### config.mk
export PLATFORM = sky130hd
export DESIGN_NAME = afsc_top
export DESIGN_NICKNAME = d
export VERILOG_FILES = /design/src/hdl/afsc_pkg.sv /design/src/hdl/afsc_blink.sv /design/src/hdl/afsc_top.sv
export VERILOG_INCLUDE_DIRS = /design/src /design/src/hdl
export SDC_FILE = /design/constraint.sdc
export NUM_CORES = 1
export LEC_CHECK = 0
export ABC_AREA = 1
export BUFFER_PORTS_ARGS = -buffer_cell sky130_fd_sc_hd__buf_2
export CAP_MARGIN = 20
export CORE_MARGIN = 2
export CORE_UTILIZATION = 45
export CTS_CLUSTER_SIZE = 12
export DETAILED_ROUTE_END_ITERATION = 7
export PLACE_DENSITY = 0.66
export SYNTH_ARGS = -nofsm -noshare
export SYNTH_HDL_FRONTEND = slang
export SYNTH_SLANG_ARGS = --single-unit
### constraint.sdc
create_clock -name core_clk -period 3.91 [get_ports core_clk]
set_input_delay 0.1955 -clock core_clk [delete_from_list [all_inputs] [get_ports core_clk]]
set_output_delay 0.1955 -clock core_clk [all_outputs]
set_load 0.01 [all_outputs]
### src/hdl/afsc_regs.svh
// Timing constants and rule summary for the amplifier failover controller
//
// Summary of operation
// Steady for first supply, slow for second
// Supply fault indication latches until restart
// Lost source power counts as supply fault
// Operator restarts after supply restore or install
// Relay energised healthy, released on failure
// Alarm on changeover, supply or amp fault
// Warning steady when using stored references
// Warning slow until references are captured
// Warning fast while forced to backup; here not once in AFSC_ON_BACKUP after changeover
// Failure steady after changeover to backup
// Failure slow when backup alone failed
// Failure fast on low input or both
// Restart returns controller to initial state
// Capture stores levels and starts monitoring
// Force button selects backup while held
// Primary selected after power-up or restart
// Primary down, backup fine: switch, alarm, stay
// Backup down with primary active: judged failed
// Three minute wait, then stored references
// Blink patterns from clock counters, half duty
`ifndef AFSC_REGS_SVH
`define AFSC_REGS_SVH
// ****************************************
// Timing
// ****************************************
`define AFSC_CLK_HZ 10000000
`define AFSC_SLOW_HZ 1
`define AFSC_FAST_HZ 3
`define AFSC_WAIT_MIN 3
`define AFSC_WAIT_CYC (`AFSC_WAIT_MIN * 60 * `AFSC_CLK_HZ)
`define AFSC_SLOW_HALF (`AFSC_CLK_HZ / (2 * `AFSC_SLOW_HZ))
`define AFSC_FAST_HALF (`AFSC_CLK_HZ / (2 * `AFSC_FAST_HZ))
// Level drop threshold, in detector code units
`define AFSC_DROP_CODE 8'h1E
`endif

### src/hdl/afsc_pkg.sv
// Types shared by the amplifier failover controller
`default_nettype none
package afsc_pkg;
    // Controller phases
    typedef enum logic [2:0] {
        AFSC_WAIT_REF,
        AFSC_MONITOR,
        AFSC_ON_BACKUP,
        AFSC_BACKUP_BAD,
        AFSC_INPUT_LOW
    } afsc_state_t;
    // Lamp patterns
    typedef enum logic [1:0] {
        AFSC_OFF,
        AFSC_STEADY,
        AFSC_SLOW,
        AFSC_FAST
    } afsc_lamp_t;
endpackage
`default_nettype wire

### src/hdl/afsc_blink.sv
// Half-duty blink generator for one rate
`default_nettype none
module afsc_blink #(
    parameter int unsigned HALF = 5000000
) (
    input wire logic core_clk,
    input wire logic reset,
    output logic blink
);
    // Cycle count within one half period
    logic [31:0] cnt_q;

    // ****************************************
    // Half-period counter
    // ****************************************
    // half on, half off
    always_ff @(posedge core_clk)
    begin
        if (reset)
        begin
            cnt_q <= 32'h0000_0000;
            blink <= 1'b0;
        end
        else if (cnt_q >= HALF - 1)
        begin
            cnt_q <= 32'h0000_0000;
            blink <= ~blink;
        end
        else
        begin
            cnt_q <= cnt_q + 32'h0000_0001;
        end
    end
endmodule
`default_nettype wire

### src/hdl/afsc_top.sv
// Amplifier failover controller: path select, lamps and alarm relay
`include "afsc_regs.svh"
`default_nettype none
module afsc_top
    import afsc_pkg::*;
#(
    parameter int unsigned WAIT_CYC = `AFSC_WAIT_CYC,
    parameter int unsigned SLOW_HALF = `AFSC_SLOW_HALF,
    parameter int unsigned FAST_HALF = `AFSC_FAST_HALF,
    parameter logic [7:0] DROP = `AFSC_DROP_CODE
) (
    input wire logic core_clk,
    // Restart button, also the reset
    input wire logic reset,
    // Supplies good (source power present and supply healthy)
    input wire logic first_supply_ok,
    input wire logic second_supply_ok,
    // Sampled amplifier output levels
    input wire logic [7:0] primary_level,
    input wire logic [7:0] backup_level,
    // Stored references from nonvolatile memory
    input wire logic [7:0] stored_primary_ref,
    input wire logic [7:0] stored_backup_ref,
    // Operator buttons, high while pressed
    input wire logic capture_ref_button,
    input wire logic force_backup_button,
    // Output path: 1 selects backup amplifier
    output logic select_backup,
    // Lamps
    output logic supply_fault_indicator,
    output logic warning_indicator,
    output logic failure_indicator,
    // Relay energised: common tied to normally open
    output logic relay_energised,
    // References came from storage
    output logic using_stored_ref
);
    // ****************************************
    // Declarations
    // ****************************************
    afsc_state_t state_q; // Controller phase
    logic [7:0] pri_ref_q; // Primary reference level
    logic [7:0] bak_ref_q; // Backup reference level
    logic stored_q; // References were loaded from storage
    logic [31:0] wait_q; // Reference wait counter
    logic sup1_lat_q; // First supply fault seen
    logic sup2_lat_q; // Second supply fault seen
    logic slow_blink; // 1 per second
    logic fast_blink; // 3 per second
    logic pri_down; // Primary dropped past threshold
    logic bak_down; // Backup dropped past threshold
    logic fail_any; // Any failure condition
    afsc_lamp_t warn_mode; // Warning lamp pattern
    afsc_lamp_t fail_mode; // Failure lamp pattern

    // Drop test: reference minus level at or past threshold
    function automatic logic dropped(input logic [7:0] lvl,
                                     input logic [7:0] ref_lvl);
        dropped = ({1'b0, lvl} + {1'b0, DROP}) <= {1'b0, ref_lvl};
    endfunction

    // Lamp pattern decode, shared by the warning and failure lamps
    function automatic logic lamp(input afsc_lamp_t m, input logic s,
                                  input logic f);
        case (m)
            AFSC_STEADY: lamp = 1'b1;
            AFSC_SLOW: lamp = s;
            AFSC_FAST: lamp = f;
            default: lamp = 1'b0;
        endcase
    endfunction

    // ****************************************
    // Blink generators
    // ****************************************
    afsc_blink #(.HALF(SLOW_HALF)) u_slow (
        .core_clk(core_clk),
        .reset(reset),
        .blink(slow_blink)
    );
    afsc_blink #(.HALF(FAST_HALF)) u_fast (
        .core_clk(core_clk),
        .reset(reset),
        .blink(fast_blink)
    );

    assign pri_down = dropped(primary_level, pri_ref_q);
    assign bak_down = dropped(backup_level, bak_ref_q);

    // ****************************************
    // Supply fault latches
    // ****************************************
    // latched until restart
    always_ff @(posedge core_clk)
    begin
        // restart clears everything
        if (reset)
        begin
            sup1_lat_q <= 1'b0;
            sup2_lat_q <= 1'b0;
        end
        else
        begin
            // lost source power is a fault
            if (!first_supply_ok)
                sup1_lat_q <= 1'b1;
            if (!second_supply_ok)
                sup2_lat_q <= 1'b1;
        end
    end

    // ****************************************
    // Reference wait counter
    // ****************************************
    // three minute wait for capture
    always_ff @(posedge core_clk)
    begin
        if (reset || state_q != AFSC_WAIT_REF)
            wait_q <= 32'h0000_0000;
        else if (wait_q < WAIT_CYC)
            wait_q <= wait_q + 32'h0000_0001;
    end

    // ****************************************
    // Reference registers
    // ****************************************
    always_ff @(posedge core_clk)
    begin
        if (reset)
        begin
            pri_ref_q <= 8'h00;
            bak_ref_q <= 8'h00;
            stored_q <= 1'b0;
        end
        else if (state_q == AFSC_WAIT_REF)
        begin
            // capture present levels
            if (capture_ref_button)
            begin
                pri_ref_q <= primary_level;
                bak_ref_q <= backup_level;
                stored_q <= 1'b0;
            end
            // fall back to stored values
            else if (wait_q >= WAIT_CYC - 1)
            begin
                pri_ref_q <= stored_primary_ref;
                bak_ref_q <= stored_backup_ref;
                stored_q <= 1'b1;
            end
        end
    end

    // ****************************************
    // Controller phase
    // ****************************************
    always_ff @(posedge core_clk)
    begin
        // start on primary path
        if (reset)
            state_q <= AFSC_WAIT_REF;
        else
        begin
            case (state_q)
                AFSC_WAIT_REF:
                begin
                    if (capture_ref_button || wait_q >= WAIT_CYC - 1)
                        state_q <= AFSC_MONITOR;
                end
                AFSC_MONITOR:
                begin
                    // Forced path blinds the detectors
                    if (force_backup_button)
                        state_q <= AFSC_MONITOR;
                    // both down means low input
                    else if (pri_down && bak_down)
                        state_q <= AFSC_INPUT_LOW;
                    // switch over for good
                    else if (pri_down)
                        state_q <= AFSC_ON_BACKUP;
                    // backup judged failed
                    else if (bak_down)
                        state_q <= AFSC_BACKUP_BAD;
                end
                AFSC_BACKUP_BAD:
                begin
                    // Primary loss now leaves no good amplifier
                    if (pri_down && !force_backup_button)
                        state_q <= AFSC_INPUT_LOW;
                end
                // Terminal until restart; no further switch
                AFSC_ON_BACKUP: state_q <= AFSC_ON_BACKUP;
                AFSC_INPUT_LOW: state_q <= AFSC_INPUT_LOW;
                default: state_q <= AFSC_WAIT_REF;
            endcase
        end
    end

    // ****************************************
    // Lamp pattern selection
    // ****************************************
    always_comb
    begin
        // fast while forced to backup, except in AFSC_ON_BACKUP after changeover
        if (force_backup_button && state_q != AFSC_ON_BACKUP)
            warn_mode = AFSC_FAST;
        // request reference capture
        else if (state_q == AFSC_WAIT_REF)
            warn_mode = AFSC_SLOW;
        // stored references in use
        else if (stored_q)
            warn_mode = AFSC_STEADY;
        else
            warn_mode = AFSC_OFF;
        case (state_q)
            // changed over to backup
            AFSC_ON_BACKUP: fail_mode = AFSC_STEADY;
            // backup alone failed
            AFSC_BACKUP_BAD: fail_mode = AFSC_SLOW;
            // low input or both failed
            AFSC_INPUT_LOW: fail_mode = AFSC_FAST;
            default: fail_mode = AFSC_OFF;
        endcase
    end

    // any failure raises alarm
    assign fail_any = sup1_lat_q || sup2_lat_q ||
                      state_q == AFSC_ON_BACKUP ||
                      state_q == AFSC_BACKUP_BAD ||
                      state_q == AFSC_INPUT_LOW;

    // ****************************************
    // Registered outputs
    // ****************************************
    always_ff @(posedge core_clk)
    begin
        if (reset)
        begin
            select_backup <= 1'b0;
            supply_fault_indicator <= 1'b0;
            warning_indicator <= 1'b0;
            failure_indicator <= 1'b0;
            relay_energised <= 1'b0;
            using_stored_ref <= 1'b0;
        end
        else
        begin
            // held button picks backup
            select_backup <= force_backup_button ||
                             state_q == AFSC_ON_BACKUP;
            // steady first, slow second
            supply_fault_indicator <= sup1_lat_q ? 1'b1 :
                                      (sup2_lat_q & slow_blink);
            warning_indicator <= lamp(warn_mode, slow_blink, fast_blink);
            failure_indicator <= lamp(fail_mode, slow_blink, fast_blink);
            // energised while healthy
            relay_energised <= !fail_any;
            using_stored_ref <= stored_q;
        end
    end

    // ****************************************
    // Assertions
    // ****************************************
    a_relay_drop: assert property (@(posedge core_clk) disable iff (reset)
        fail_any |=> !relay_energised)
        else $error("relay stays energised on failure");
    a_supply_latch: assert property (@(posedge core_clk) disable iff (reset)
        sup1_lat_q |=> sup1_lat_q && !relay_energised)
        else $error("supply fault latch lost");
    a_first_steady: assert property (@(posedge core_clk) disable iff (reset)
        sup1_lat_q |=> supply_fault_indicator)
        else $error("supply lamp not steady");
    a_fault_set: assert property (@(posedge core_clk) disable iff (reset)
        !second_supply_ok |=> sup2_lat_q)
        else $error("lost supply not latched");
    a_no_reswitch: assert property (@(posedge core_clk) disable iff (reset)
        state_q == AFSC_ON_BACKUP |=> select_backup [*2])
        else $error("path left backup after changeover");
    a_primary_start: assert property (@(posedge core_clk)
        $fell(reset) && !force_backup_button |-> !select_backup)
        else $error("backup selected after restart");
    a_force_path: assert property (@(posedge core_clk) disable iff (reset)
        force_backup_button |=> select_backup)
        else $error("force button ignored");
    a_capture_ref: assert property (@(posedge core_clk) disable iff (reset)
        state_q == AFSC_WAIT_REF && capture_ref_button
        |=> pri_ref_q == $past(primary_level) && !stored_q)
        else $error("reference not captured");
    a_fail_steady: assert property (@(posedge core_clk) disable iff (reset)
        state_q == AFSC_ON_BACKUP ##1 state_q == AFSC_ON_BACKUP
        |-> failure_indicator)
        else $error("failure lamp not steady");
    a_backup_bad: assert property (@(posedge core_clk) disable iff (reset)
        state_q == AFSC_MONITOR && !force_backup_button && bak_down
        && !pri_down |=> state_q == AFSC_BACKUP_BAD)
        else $error("backup failure missed");

    c_changeover: cover property (@(posedge core_clk)
        state_q == AFSC_MONITOR ##1 state_q == AFSC_ON_BACKUP);
    c_input_low: cover property (@(posedge core_clk)
        state_q == AFSC_INPUT_LOW);
    c_stored: cover property (@(posedge core_clk) $rose(stored_q));
endmodule
`default_nettype wire

==> impl_metrics.toml <==
[critical_path]
crit_path_start_kind = "register"
crit_path_max_fanout = 31
cp_slowest_stage_delay_ns = 0.56
setup.worst_path.end_class = "register"
worstPathArrival_ns = 2.93
crit_chain = "nor3_2 > o21ai_0 > nand2_1 > nand3_2 > inv_4 > nand3_4 > nand2_2 > nor2_1 > a211oi_2"
worst_path_max_delay_cell = "nand2_2"
crit_type = "reg2reg"
crit_required_ns = 4.25

[clocking]
tritoncts = "built"
postCtsSetupBuffers = 0
cts_buffers = 17
cts_resized = 0
cts.sinks = 126
clk_latency_ns = 0.41
h-tree-depth = 4
clk_pin_slew_ns = 0.06
ctsRootBufferMaster = "clkbuf_16"
cts_buffer_depth = 2

[synth]
syn_area_um2 = 6620
ys_ff_latch = 126
synth_top_family_by_area = "simple AND/OR/NAND/NOR gates"
syn_avg_cell_area_um2 = 7.23
synth_async_sr_flop_share = 0
ys_warn_count = 0
synth_fa_ha_area_frac = 0.0435
synthCells = 916
synth-simple-area-share = 0.323
synth_xor_area_frac = 0.0503
ys_types = 46
synth_compound_area_frac = 0.107
ys.flop_type = "dfxtp_1"
synth_enable_flop_cells = 0
synth_mux_area_frac = 0
seq_area_frac_synth = 0.381

[timing]
period_minus_slack_ns = 2.60
report.final.slew_viol_count = 0
slew_headroom = 0.412
worst_pin_slew_ns = 0.879
rsz0062_at_grt = "no"
setup_viol = 0
skew_ns = 0.00565
timing.setup.tns_ns = 0
setup_ws_ns = 1.31
fmax_ghz = 0.385
hold_viol = 0
period_share = 0.664

[global_route]
first_global_vias = 5333
antenna_found_initial = 0
globalRouteTotalUtil = 0.178
grt_pass1_wl_um = 23500
overflow = 0
grt_max_degree = 32

[detailed_routing]
routedWlPerCell_um = 11.2
detail-route-antenna-nets = 0
drtPass1Iterations = 5
vias = 5694
drt_iter0_drc = 362
via_per_inst = 4.84
drt_wl_total_um = 13200
drc_errors = 0

[floorplanning]
top_level_ports = 44
die_h_um = 125
core_area_um2 = 14500
dieArea_um2 = 15700
fp.dieW_um = 125
start_util = 0.457
row_count = 44

[finish]
diodes = 0
finish.net_count = 1041
fin_cells = 1177
layout-drive-gt1-share = 0.130
area_delta_synth_final_pct = 15.5
post-route-util = 0.528

[power]
intPower_mw = 2.45
ir_drop_v = 0.000368
p_comb_frac = 0.096
sequentialPowerShare = 0.416
pwr-share-clk = 0.488
p_leak_nw = 3.05
swShare = 0.246
pwr_density_cell_nw_per_um2 = 425
p_switching_mw = 0.800

[job]
maxCapViolCount = 0

[hold_path]
min_path_type = "in2reg"

[place]
gp_congestion = 0.853
dp.cells = 1143
hpwl_um = 9570
port_buffers = 43
place_ws_ns = 1.28

[outcome]
status = "completed"
-- cell type report --
type                            instances  area, µm²
Clock buffer                           18        429
Inverter                              138        520
Sequential cell                       126       2520
Multi-Input combinational cell        652       3540
Timing Repair Buffer                   45        235
Clock inverter                         14        169
Fill cell                            1393       6830
Tap cell                              184        230
-- cell usage after synthesis, types with 8 or more instances --
cell,count,area share
a211oi_2,14,0.026
a21oi_1,52,0.039
buf_2,8,0.0060
dfxtp_1,126,0.38
ha_1,23,0.043
inv_1,135,0.077
nand2_1,183,0.10
nand3_1,43,0.033
nand3_2,8,0.012
nand4_1,26,0.025
nor2_1,116,0.066
nor2_2,8,0.0076
nor3_1,37,0.028
o21ai_0,29,0.022
xnor2_1,15,0.020
xor2_1,23,0.030
-- layer usage --
layer	vias to the layer above	track usage	wire (µm)
met1	2534	0.238	6610
met2	87	0.282	5880
met4	0	0.0542	195
met3	14	0.0475	483
met5	-	0	0
li1	3059	-	-
-- final timing paths --
check        cells after the start  slack (ns)                         end                  startpoint
max                              9        1.31   bak_ref_q[4]$_SDFFE_PP0P_      wait_q[9]$_SDFFE_PP0N_
min                              3        0.13   pri_ref_q[0]$_SDFFE_PP0P_       stored_primary_ref[0]
max reg2reg                      9        1.31   bak_ref_q[4]$_SDFFE_PP0P_      wait_q[9]$_SDFFE_PP0N_
min reg2reg                      1        0.45  u_slow.cnt_q[0]$_SDFF_PP0_  u_slow.cnt_q[0]$_SDFF_PP0_
-- logic make-up after synthesis --
group | Yosys count
simple gates | 459
flops | 126
compound gates | 112
other cells | 1
fa+ha+maj | 23
xor+xnor | 38
buf+inv | 157
-- power groups by stage --
stage	logic, mW	clock network [mW]	registers, mW
floorplan	0.242	0	1.38
global placement	0.308	0	1.38
detailed placement	0.310	0	1.38
CTS	0.314	1.63	1.35
global route	0.364	1.68	1.36
finish	0.312	1.59	1.35
-- cell usage in the layout, fill, tap and decap left out, drive strengths merged, types with 23 or more instances in the layout --
master  count
nand2     189
inv       138
nor2      131
dfxtp     126
a21oi      52
nand3      52
buf        43
nor3       42
o21ai      30
nand4      27
xor2       23
ha         23
-- per-stage QoR --
step	instance area [µm²]	hold slack, ns	total power, mW
final	7650	0.132	3.25
after CTS	7650	0.117	3.29
after global placement	7030	0.406	1.69
after detailed placement	7030	0.405	1.69
after global routing	7650	0.163	3.40
after floorplan	6690	0.291	1.62
-- what timing repair did --
action,in CTS,in global routing
hold buffers,2,0
endpoints found under the setup margin,0,0
endpoints found under the hold margin,2,0
-- registers in the layout, indices dropped and copies added, names as in the netlist, 3 cells and up --
register / count
bak_ref_q: 8
pri_ref_q: 8
wait_q: 32
u_fast.cnt_q: 32
state_q: 3
u_slow.cnt_q: 32
-- critical path: cells and delay by family, from the launching register on --
family                 cells  cell delay, ns
AND/OR/NAND/NOR            6            1.48
flip-flops                 1            0.36
buffers and inverters      1            0.35
AO/OA/AOI/OAI              2            0.30
Power figures use the tool's default switching activity.
